**config.mk**
```make
export PLATFORM = sky130hd
export DESIGN_NAME = gpc_ports
export DESIGN_NICKNAME = d
export VERILOG_FILES = /design/src/rtl/gpc_pkg.sv /design/src/rtl/gpc_port.sv /design/src/rtl/gpc_ports.sv /design/src/rtl/gpc_sync.sv
export SDC_FILE = /design/constraint.sdc
export NUM_CORES = 1
export LEC_CHECK = 0
export BUFFER_PORTS_ARGS = -buffer_cell sky130_fd_sc_hd__buf_2
export CELL_PAD_IN_SITES_DETAIL_PLACEMENT = 0
export CELL_PAD_IN_SITES_GLOBAL_PLACEMENT = 1
export CORE_ASPECT_RATIO = 0.75
export CORE_MARGIN = 2
export CORE_UTILIZATION = 43
export DETAILED_ROUTE_END_ITERATION = 16
export PLACE_DENSITY_LB_ADDON = 0.1
export SYNTH_ARGS = -nofsm -noshare
export SYNTH_HDL_FRONTEND = slang
export SYNTH_SLANG_ARGS = --single-unit
```
**constraint.sdc**
```tcl
create_clock -name clock_i -period 2.6 [get_ports clock_i]
set_input_delay 0.26 -clock clock_i [delete_from_list [all_inputs] [get_ports clock_i]]
set_output_delay 0.26 -clock clock_i [all_outputs]
set_load 0.05 [all_outputs]
```
**src/rtl/gpc_pkg.sv**
```systemverilog
// Shared constants and carriers for the three-port GPIO block.
// Assumes an 8-bit register address space and 8-bit register data.
package gpc_pkg;

    // Register data and address widths, and the fifth-port width
    localparam int unsigned DATA_W = 8;
    localparam int unsigned ADDR_W = 8;
    localparam int unsigned E_W    = 3;

    // Register offsets
    localparam logic [7:0] OFS_THIRD_PINS  = 8'h07;
    localparam logic [7:0] OFS_FOURTH_PINS = 8'h08;
    localparam logic [7:0] OFS_FIFTH_PINS  = 8'h09;
    localparam logic [7:0] OFS_THIRD_DIR   = 8'h87;
    localparam logic [7:0] OFS_FOURTH_DIR  = 8'h88;
    localparam logic [7:0] OFS_FIFTH_CTRL  = 8'h89;
    localparam logic [7:0] OFS_ANALOG_CFG  = 8'h9F;

    // Reset values
    localparam logic [7:0] RST_THIRD_DIR   = 8'hFF;
    localparam logic [7:0] RST_FOURTH_DIR  = 8'hFF;
    localparam logic [2:0] RST_FIFTH_DIR   = 3'h7;
    localparam logic [2:0] RST_ANALOG_MASK = 3'h7;
    localparam logic [7:0] RST_LATCH       = 8'h00;
    localparam logic [7:0] ZERO_BYTE       = 8'h00;

    // Fields of the fifth-port direction and slave control register
    localparam int unsigned CTRL_IN_FULL_BIT  = 7;
    localparam int unsigned CTRL_OUT_FULL_BIT = 6;
    localparam int unsigned CTRL_IN_OVF_BIT   = 5;
    localparam int unsigned CTRL_PSS_BIT      = 4;
    localparam int unsigned E_DIR_MSB         = 2;

    // Fifth-port pin roles in parallel slave mode
    localparam int unsigned E_RD_BIT = 0;
    localparam int unsigned E_WR_BIT = 1;
    localparam int unsigned E_CS_BIT = 2;

    // Register bus request
    typedef struct packed {
        logic [7:0] addr;
        logic [7:0] wdata;
        logic       we;
        logic       re;
    } gpc_req_t;

    // Peripheral override for one 8-pin port
    typedef struct packed {
        logic [7:0] sel;
        logic [7:0] out;
        logic [7:0] oe;
    } gpc_periph_t;

    // Parallel slave handshake status and drive, from the slave port logic
    typedef struct packed {
        logic       in_buffer_full;
        logic       out_buffer_full;
        logic       in_buffer_overflow;
        logic       drive;
        logic [7:0] data;
    } gpc_psp_t;

    // Parallel slave control inputs, active low, seen at the pins
    typedef struct packed {
        logic rd_n;
        logic wr_n;
        logic cs_n;
    } gpc_psp_ctrl_t;

endpackage : gpc_pkg

```
**src/rtl/gpc_port.sv**
```systemverilog
// Output latch and direction register of one port.
// Assumes write enables are one-cycle pulses decoded by the parent.
module gpc_port #(
    parameter int unsigned   W       = 8,
    parameter logic [W-1:0]  DIR_RST = '1
) (
    // Clock and reset
    input  wire logic         clock_i,
    input  wire logic         rst_n_i,
    // Register writes
    input  wire logic [W-1:0] wdata_i,
    input  wire logic         latch_we_i,
    input  wire logic         dir_we_i,
    // Stored values
    output logic      [W-1:0] latch_o,
    output logic      [W-1:0] dir_o
);

    logic [W-1:0] latch_q;
    logic [W-1:0] dir_q;

    if (W < 1 || W > gpc_pkg::DATA_W) begin : g_bad_width
        $error("gpc_port: W must lie between 1 and the data width");
    end

    // Output latch; reset loads zero before the first write
    always_ff @(posedge clock_i) begin
        if (!rst_n_i) begin
            latch_q <= gpc_pkg::RST_LATCH[W-1:0];
        end else if (latch_we_i) begin
            latch_q <= wdata_i;
        end
    end

    // Direction register; a one makes the pin an input
    always_ff @(posedge clock_i) begin
        if (!rst_n_i) begin
            dir_q <= DIR_RST;
        end else if (dir_we_i) begin
            dir_q <= wdata_i;
        end
    end

    assign latch_o = latch_q;
    assign dir_o   = dir_q;

endmodule : gpc_port

```
**src/rtl/gpc_ports.sv**
```systemverilog
// Top of the three-port GPIO block: register slave, pin muxing, slave-mode routing.
// Assumes a one-cycle strobe register master on clock_i and pins outside the clock domain.

module gpc_ports (
    // Clock and reset
    input  wire logic                  clock_i,
    input  wire logic                  rst_n_i,
    // Register bus
    input  wire gpc_pkg::gpc_req_t     req_i,
    output logic                [7:0]  rdata_o,
    // Third port pins and peripheral overrides
    input  wire logic           [7:0]  third_pin_i,
    output logic                [7:0]  third_pin_o,
    output logic                [7:0]  third_pin_oe_o,
    input  wire gpc_pkg::gpc_periph_t  third_periph_i,
    output logic                [7:0]  third_level_o,
    // Fourth port pins and parallel slave data
    input  wire logic           [7:0]  fourth_pin_i,
    output logic                [7:0]  fourth_pin_o,
    output logic                [7:0]  fourth_pin_oe_o,
    input  wire gpc_pkg::gpc_psp_t     psp_i,
    output logic                [7:0]  parallel_slave_data_o,
    // Fifth port pins and slave control
    input  wire logic           [2:0]  fifth_pin_i,
    output logic                [2:0]  fifth_pin_o,
    output logic                [2:0]  fifth_pin_oe_o,
    output gpc_pkg::gpc_psp_ctrl_t     psp_ctrl_o,
    output logic                       parallel_slave_select_o,
    output logic                       ovf_clear_o,
    output logic                [2:0]  analog_sel_o
);

    // Address decode helper used for every write enable
    function automatic logic hit(input gpc_pkg::gpc_req_t r, input logic [7:0] ofs);
        hit = (r.addr == ofs);
    endfunction : hit

    // Per-pin output select: peripheral or port value
    function automatic logic [7:0] pick(input logic [7:0] sel, input logic [7:0] alt,
                                        input logic [7:0] own);
        pick = (sel & alt) | (~sel & own);
    endfunction : pick

    // Write enables
    logic        we_third_pins;
    logic        we_fourth_pins;
    logic        we_fifth_pins;
    logic        we_third_dir;
    logic        we_fourth_dir;
    logic        we_fifth_ctrl;
    logic        we_analog;

    // Stored register values
    logic [7:0]  third_latch;
    logic [7:0]  third_dir;
    logic [7:0]  fourth_latch;
    logic [7:0]  fourth_dir;
    logic [2:0]  fifth_latch;
    logic [2:0]  fifth_dir;
    logic        pss_q;
    logic [2:0]  analog_q;
    logic        ovf_clear_q;

    // Filtered pin levels
    logic [7:0]  third_lvl;
    logic [7:0]  fourth_lvl;
    logic [2:0]  fifth_lvl;

    // Read path
    logic [7:0]  rdata_d;
    logic [7:0]  rdata_q;
    logic [7:0]  ctrl_view;

    // Pin drive, computed then registered
    logic [7:0]  third_out_d;
    logic [7:0]  third_oe_d;
    logic [7:0]  fourth_out_d;
    logic [7:0]  fourth_oe_d;
    logic [2:0]  fifth_out_d;
    logic [2:0]  fifth_oe_d;
    logic [7:0]  third_out_q;
    logic [7:0]  third_oe_q;
    logic [7:0]  fourth_out_q;
    logic [7:0]  fourth_oe_q;
    logic [2:0]  fifth_out_q;
    logic [2:0]  fifth_oe_q;
    gpc_pkg::gpc_psp_ctrl_t ctrl_d;
    gpc_pkg::gpc_psp_ctrl_t ctrl_q;

    // Write decode; reads and writes never share a cycle
    assign we_third_pins  = req_i.we && hit(req_i, gpc_pkg::OFS_THIRD_PINS);
    assign we_fourth_pins = req_i.we && hit(req_i, gpc_pkg::OFS_FOURTH_PINS);
    assign we_fifth_pins  = req_i.we && hit(req_i, gpc_pkg::OFS_FIFTH_PINS);
    assign we_third_dir   = req_i.we && hit(req_i, gpc_pkg::OFS_THIRD_DIR);
    assign we_fourth_dir  = req_i.we && hit(req_i, gpc_pkg::OFS_FOURTH_DIR);
    assign we_fifth_ctrl  = req_i.we && hit(req_i, gpc_pkg::OFS_FIFTH_CTRL);
    assign we_analog      = req_i.we && hit(req_i, gpc_pkg::OFS_ANALOG_CFG);

    // Third port latch and direction
    gpc_port #(
        .W       (8),
        .DIR_RST (gpc_pkg::RST_THIRD_DIR)
    ) u_third (
        .clock_i    (clock_i),
        .rst_n_i    (rst_n_i),
        .wdata_i    (req_i.wdata),
        .latch_we_i (we_third_pins),
        .dir_we_i   (we_third_dir),
        .latch_o    (third_latch),
        .dir_o      (third_dir)
    );

    // Fourth port latch and direction
    gpc_port #(
        .W       (8),
        .DIR_RST (gpc_pkg::RST_FOURTH_DIR)
    ) u_fourth (
        .clock_i    (clock_i),
        .rst_n_i    (rst_n_i),
        .wdata_i    (req_i.wdata),
        .latch_we_i (we_fourth_pins),
        .dir_we_i   (we_fourth_dir),
        .latch_o    (fourth_latch),
        .dir_o      (fourth_dir)
    );

    // Fifth port latch and direction, low bits of the control register
    gpc_port #(
        .W       (gpc_pkg::E_W),
        .DIR_RST (gpc_pkg::RST_FIFTH_DIR)
    ) u_fifth (
        .clock_i    (clock_i),
        .rst_n_i    (rst_n_i),
        .wdata_i    (req_i.wdata[gpc_pkg::E_DIR_MSB:0]),
        .latch_we_i (we_fifth_pins),
        .dir_we_i   (we_fifth_ctrl),
        .latch_o    (fifth_latch),
        .dir_o      (fifth_dir)
    );

    // Pin synchronisers for all three ports
    gpc_sync #(.W(8)) u_sync_third (
        .clock_i (clock_i),
        .rst_n_i (rst_n_i),
        .async_i (third_pin_i),
        .level_o (third_lvl)
    );

    gpc_sync #(.W(8)) u_sync_fourth (
        .clock_i (clock_i),
        .rst_n_i (rst_n_i),
        .async_i (fourth_pin_i),
        .level_o (fourth_lvl)
    );

    gpc_sync #(.W(gpc_pkg::E_W)) u_sync_fifth (
        .clock_i (clock_i),
        .rst_n_i (rst_n_i),
        .async_i (fifth_pin_i),
        .level_o (fifth_lvl)
    );

    // Slave select bit; status bits above it belong to the slave port logic
    always_ff @(posedge clock_i) begin
        if (!rst_n_i) begin
            pss_q <= 1'b0;
        end else if (we_fifth_ctrl) begin
            pss_q <= req_i.wdata[gpc_pkg::CTRL_PSS_BIT];
        end
    end

    // Overflow flag is cleared in software by writing a zero to it
    always_ff @(posedge clock_i) begin
        if (!rst_n_i) begin
            ovf_clear_q <= 1'b0;
        end else begin
            ovf_clear_q <= we_fifth_ctrl && !req_i.wdata[gpc_pkg::CTRL_IN_OVF_BIT];
        end
    end

    // Analog selection; every fifth-port pin starts analog
    always_ff @(posedge clock_i) begin
        if (!rst_n_i) begin
            analog_q <= gpc_pkg::RST_ANALOG_MASK;
        end else if (we_analog) begin
            analog_q <= req_i.wdata[gpc_pkg::E_DIR_MSB:0];
        end
    end

    // Control register as software sees it; bit 3 unimplemented
    always_comb begin
        ctrl_view = gpc_pkg::ZERO_BYTE;
        ctrl_view[gpc_pkg::CTRL_IN_FULL_BIT]  = psp_i.in_buffer_full;
        ctrl_view[gpc_pkg::CTRL_OUT_FULL_BIT] = psp_i.out_buffer_full;
        ctrl_view[gpc_pkg::CTRL_IN_OVF_BIT]   = psp_i.in_buffer_overflow;
        ctrl_view[gpc_pkg::CTRL_PSS_BIT]      = pss_q;
        ctrl_view[gpc_pkg::E_DIR_MSB:0]       = fifth_dir;
    end

    // Read mux; unmapped addresses and idle cycles return zero
    always_comb begin
        rdata_d = gpc_pkg::ZERO_BYTE;
        if (req_i.re) begin
            unique case (req_i.addr)
                gpc_pkg::OFS_THIRD_PINS:  rdata_d = third_lvl;
                gpc_pkg::OFS_FOURTH_PINS: rdata_d = fourth_lvl;
                gpc_pkg::OFS_FIFTH_PINS:  rdata_d = {5'h00, fifth_lvl & ~analog_q};
                gpc_pkg::OFS_THIRD_DIR:   rdata_d = third_dir;
                gpc_pkg::OFS_FOURTH_DIR:  rdata_d = fourth_dir;
                gpc_pkg::OFS_FIFTH_CTRL:  rdata_d = ctrl_view;
                gpc_pkg::OFS_ANALOG_CFG:  rdata_d = {5'h00, analog_q};
                default:                  rdata_d = gpc_pkg::ZERO_BYTE;
            endcase
        end
    end

    // Read data stands only in the cycle after the strobe
    always_ff @(posedge clock_i) begin
        if (!rst_n_i) begin
            rdata_q <= gpc_pkg::ZERO_BYTE;
        end else begin
            rdata_q <= rdata_d;
        end
    end

    // Third port: enabled peripherals take over value and enable per pin
    always_comb begin
        third_out_d = pick(third_periph_i.sel, third_periph_i.out, third_latch);
        third_oe_d  = pick(third_periph_i.sel, third_periph_i.oe, ~third_dir);
    end

    // Fourth port: in slave mode the slave logic owns the drivers
    always_comb begin
        if (pss_q) begin
            fourth_out_d = psp_i.data;
            fourth_oe_d  = {8{psp_i.drive}};
        end else begin
            fourth_out_d = fourth_latch;
            fourth_oe_d  = ~fourth_dir;
        end
    end

    // Fifth port: direction applies whether or not a pin is analog
    always_comb begin
        fifth_out_d = fifth_latch;
        fifth_oe_d  = ~fifth_dir;
    end

    // Slave controls idle high outside slave mode so no stray strobe is seen
    always_comb begin
        ctrl_d.rd_n = 1'b1;
        ctrl_d.wr_n = 1'b1;
        ctrl_d.cs_n = 1'b1;
        if (pss_q) begin
            ctrl_d.rd_n = fifth_lvl[gpc_pkg::E_RD_BIT];
            ctrl_d.wr_n = fifth_lvl[gpc_pkg::E_WR_BIT];
            ctrl_d.cs_n = fifth_lvl[gpc_pkg::E_CS_BIT];
        end
    end

    // Pin drive registers; all pins released during reset
    always_ff @(posedge clock_i) begin
        if (!rst_n_i) begin
            third_out_q  <= gpc_pkg::ZERO_BYTE;
            third_oe_q   <= gpc_pkg::ZERO_BYTE;
            fourth_out_q <= gpc_pkg::ZERO_BYTE;
            fourth_oe_q  <= gpc_pkg::ZERO_BYTE;
            fifth_out_q  <= 3'h0;
            fifth_oe_q   <= 3'h0;
        end else begin
            third_out_q  <= third_out_d;
            third_oe_q   <= third_oe_d;
            fourth_out_q <= fourth_out_d;
            fourth_oe_q  <= fourth_oe_d;
            fifth_out_q  <= fifth_out_d;
            fifth_oe_q   <= fifth_oe_d;
        end
    end

    // Slave control register; the slave logic counts on software having set
    // the fifth pins to digital inputs before the select bit
    always_ff @(posedge clock_i) begin
        if (!rst_n_i) begin
            ctrl_q <= '1;
        end else begin
            ctrl_q <= ctrl_d;
        end
    end

    // Outputs
    assign rdata_o                 = rdata_q;
    assign third_pin_o             = third_out_q;
    assign third_pin_oe_o          = third_oe_q;
    assign third_level_o           = third_lvl;
    assign fourth_pin_o            = fourth_out_q;
    assign fourth_pin_oe_o         = fourth_oe_q;
    assign parallel_slave_data_o   = fourth_lvl;
    assign fifth_pin_o             = fifth_out_q;
    assign fifth_pin_oe_o          = fifth_oe_q;
    assign psp_ctrl_o              = ctrl_q;
    assign parallel_slave_select_o = pss_q;
    assign ovf_clear_o             = ovf_clear_q;
    assign analog_sel_o            = analog_q;

endmodule : gpc_ports

```
**src/rtl/gpc_sync.sv**
```systemverilog
// Three-flop pin synchroniser with agreement filter.
// Assumes the inputs are asynchronous to clock_i.
module gpc_sync #(
    parameter int unsigned W = 8
) (
    // Clock and reset
    input  wire logic         clock_i,
    input  wire logic         rst_n_i,
    // Pin levels in, filtered levels out
    input  wire logic [W-1:0] async_i,
    output logic      [W-1:0] level_o
);

    logic [W-1:0] s1_q;
    logic [W-1:0] s2_q;
    logic [W-1:0] s3_q;
    logic [W-1:0] level_q;

    if (W < 1) begin : g_bad_width
        $error("gpc_sync: W must be at least 1");
    end

    // Stage chain; first stage feeds only the second
    always_ff @(posedge clock_i) begin
        if (!rst_n_i) begin
            s1_q <= '0;
            s2_q <= '0;
            s3_q <= '0;
        end else begin
            s1_q <= async_i;
            s2_q <= s1_q;
            s3_q <= s2_q;
        end
    end

    // Accept a bit only once two late stages agree, dropping one-cycle glitches
    always_ff @(posedge clock_i) begin
        if (!rst_n_i) begin
            level_q <= '0;
        end else begin
            for (int i = 0; i < int'(W); i++) begin
                if (s2_q[i] == s3_q[i]) begin
                    level_q[i] <= s3_q[i];
                end
            end
        end
    end

    assign level_o = level_q;

endmodule : gpc_sync

```
Word-level counts from Yosys, hierarchy flattened
Index checks and enable logic that the tools add are counted. Widths: inputs -> output; s select.

Register bits: 168. Bits of input ports: 75. Output and inout port bits: 70.

Bitwise logic cells: 12. Reductions and logical operators: 11. Mux-type cells: 3. Eq/ne operators: 26.

Operators with widths (number): $pmux 8 s7 (1); $and 8x8->8 (4); $eq 8x8->1 const B (4); $not 8->8 (3); $eq 1x1->1 (19); $eq 8x4->1 const B (2); $mux 8 (2); $or 8x8->8 (2); $eq 8x3->1 const B (1); $logic_and 1x1->1 (8); $not 3->3 (2); $reduce_and 2->1 (2); $and 3x3->3 (1); $logic_not 1->1 (1).

Depth between registers and ports, before layout
Depth in word-level cells: 3. Mapped depth: 7. Depth with buffers taken out: 4.

By module
From an unflattened synthesis, not the netlist that was laid out.

Cells, all modules: 565. Area, all modules: 6087.1 um^2.

By module, submodules not included: gpc_ports (cells each 248, area each 2406.1 um^2, times used 1); gpc_sync at u_sync_fourth ... (cells each 83, area each 960.9 um^2, times used 2); gpc_port at u_fourth ... (cells each 51, area each 590.6 um^2, times used 2); gpc_sync at u_sync_fifth (cells each 31, area each 367.9 um^2, times used 1); gpc_port at u_fifth (cells each 18, area each 210.2 um^2, times used 1).

Worst setup path before layout
No wires, ideal clock.

Path kind: register -> register. From: register pss_q, in the netlist parallel_slave_select_o. To: register ctrl_q, in the netlist psp_ctrl_o[0]. Required time: 2.477 ns. Cell stages (with the launch flop): 5. Arrival time: 1.604 ns. Path slack: 0.873 ns. Library setup time: 0.123 ns. Cell sequence: dfxtp_1 buf_2 clkbuf_1 nand2_1 or2_2.

Word-level cells in the longest chain between the ends: 1.

Ends and longest elaborated chain: start, declared (line gpc_ports.sv:60) `logic pss_q;`; start signal, assigned (line gpc_ports.sv:168) `pss_q <= req_i.wdata[gpc_pkg::CTRL_PSS_BIT];`; $reduce_and 2->1 (no line); end signal, assigned (line gpc_ports.sv:286) `ctrl_q <= ctrl_d;`; end, declared (line gpc_ports.sv:88) `gpc_pkg::gpc_psp_ctrl_t ctrl_q;`.

Every way passes these cells. A chain may end at the register's enable or synchronous reset.

Worst setup path after layout
From: input req_i[10] (netlist name). To: register u_third.dir_q[2], in the netlist u_third.dir_o[2].

Word-level cells in the longest chain between the ends: 2.

Ends and longest elaborated chain: start, declared (line gpc_ports.sv:9) `input wire gpc_pkg::gpc_req_t req_i,`; $eq 8x8->1 (line gpc_ports.sv:35) `hit = (r.addr == ofs);`; $logic_and 1x1->1 (line gpc_ports.sv:94) `assign we_third_dir = req_i.we && hit(req_i, gpc_pkg::OFS_THIRD_DIR);`; end signal, assigned (line gpc_port.sv:40) `dir_q <= wdata_i;`; end, declared (line gpc_port.sv:20) `logic [W-1:0] dir_q;`.

Every way passes these cells.

==> metrics <==
status finished, final reports clean; drt first pass iters 4; post-cts hold buffer count 0; worst endpoint data arrival time 1.81 ns; Post-Syn Area 5840 sq um; post-DP HPWL 10000 um; largest net degree at the start of global routing 72; final clock skew 0.00755 ns; Top FF cell, synth dfxtp_1; Syn Area/Cell 10.4 sq um; routed vias/inst 4.90; RSZ-0062 raised after global routing no; DR WL/cell 15.4 um; Final Setup Violations 0; CP Launch Type input port; Final Hold Fails 0; Worst EP required 2.88 ns; area leader, netlist dfxtp_1; Post-CTS Resized 0; EDFF count, synth 0; initial core utilization 44.5%; Clock Sinks 168; Top delay family on crit path simple AND/OR/NAND/NOR gates; Post-Syn Nets 637; Nets 776; Post-route DRC 0; layout cells sized above 1 27.2%; Setup crit start req_i[10]; Synth async-reset ratio 0%; met3 WL post-DR 992 um; Die X-Extent 139 um; crit-path cells buf_2 -> and4b_1 -> nand4_2 -> mux2i_1 -> nand2_1; overall global routing resource usage 19.1%; register area share after synthesis 57.6%; Max clock buf depth 2; Max FO, Critical Path 17; io pins 145; Slowest-stage cell, CP and4b_1; Top Metal Used met5; Area growth syn-to-layout 25.1%; top cell types by occurrence after synthesis dfxtp_1, nand2_1, and2_1, mux2i_1, o21ai_0; Buf+Inv Stages, Crit Path 1; top cells by area, synth dfxtp_1, mux2i_1, and2_1, nand2_1, o21ai_0; die height 105 um; DRT met1 WL 6450 um; vias in the first global route 4219; final critical-path share of the clock period 58.9%; Reg clk slew, reported paths 0.06 ns; Cells after Synth 562; core area 13100 sq um; CTS tree done; Post-CTS Setup Inserts 0; Root Driver clkbuf_16; htree depth 4; gr ovfl total 0; Yosys top cell area share 57.6%; relative slew slack 57.7%; yosys warns 0; Worst-Skew Late Latency 0.42 ns; Vias 4334; max-cap check violation count 0; CP max stage delay 0.48 ns; P_leak 0.00337 uW; Synth cell types 40; row count 36; drt initial violations 229; critical path class input port to register; WL met2 6050 um; Final GP Congestion 0.758; initial antenna violation count 1; setup_tns 0 ns; CTS buffer count 17; crit end category register; FMAX 653 MHz; Hold WC Path Type input port to register; Total Wirelength 13600 um; I/O Buffers 144; worst r2r src u_fourth.dir_o[5]; worst vdd ir 0.551 mV; die area 14500 sq um; min cycle time layout 1.53 ns; WHS 0.0474 ns; filler cell count 1231; most frequent cell after synthesis dfxtp_1; first-pass GRT wire length 21700 um; Slew @ Worst Pin 0.635 ns; Hold Path Origin fourth_pin_i[7]; Slew Limit Fails 0; antenna violation net count after detailed routing 0; power density cells 745 nW/um^2; Synth Register Bits 168; n_diodes 0
==> worst reg2reg max path, stage by stage (launching register included) <==
cell and delay [ns]:
dfxtp_1 0.33, mux2_2 0.27, a22oi_1 0.22, o22a_1 0.17, nor2_1 0.04
==> per-stage QoR <==
step | cell area (sq um) | instances | util (%) | total power [uW] | setup WS (ns)
floorplan | 5840 | 562 | - | 2850 | 0.873
global placement | 6700 | 853 | 51.1 | 2960 | 0.744
detailed placement | 6700 | 853 | 51.1 | 2970 | 0.644
CTS | 7300 | 885 | 55.7 | 5490 | 1.06
global route | 7300 | 885 | 55.7 | 5630 | 0.922
finish | 7300 | 885 | 55.7 | 5440 | 1.07
==> cell families (layout without fill, tap and decap cells) <==
family | count (synthesis) | in the layout | share of synthesized area [%]
AOI/OAI and AO/OA | 93 | 93 | 10.4
and+or+nand+nor | 212 | 212 | 20.1
buffers and inverters | 34 | 186 | 2.40
muxes | 55 | 55 | 9.49
DFF | 168 | 168 | 57.6
==> layout by cell type, fill, tap and decap left out, types with 9 or more instances in the layout <==
master	netlist	routed
a21boi_0	19	19
a21oi_1	9	9
and2_1	67	67
buf_2	4	143
clkbuf_16	0	17
dfxtp_1	168	168
mux2i_1	52	52
nand2_1	71	71
nand3_1	15	15
nor2_1	12	12
nor2b_1	20	20
o21a_1	9	9
o21ai_0	36	36
==> layout make-up <==
cell class,instances,area [sq um],area share [%]
Multi-Input combinational cell,360,2330,32.0
Clock inverter,11,148,2.02
Timing Repair Buffer,149,773,10.6
Tap cell,171,214,2.93
Clock buffer,21,450,6.17
Sequential cell,168,3360,46.1
Inverter,5,18.8,0.257
==> routing by layer <==
layer | vias up | global-route usage, %
met5 | - | 0
met4 | 2 | 5.17
met3 | 14 | 7.06
met2 | 105 | 28.7
met1 | 2033 | 26.0
li1 | 2180 | -
==> where the power goes <==
part	leakage (uW)	switching, uW	total [uW]	internal (uW)
combinational	0.00172	159	269	110
sequential	0.00137	15.8	2640	2620
clock	0.000291	996	2540	1540
==> path summary, 6_finish.rpt <==
check / end / slack (ns) / depth (start not counted)
worst min-delay path: u_sync_fourth.s1_q[7] / 0.05 / 2
worst min register to register: u_sync_fourth.s2_q[7] / 0.43 / 1
worst max-delay path: u_third.dir_o[2] / 1.07 / 5
worst max register to register: rdata_o[5] / 1.45 / 4
Note: power is estimated with default switching activity, not from simulation.
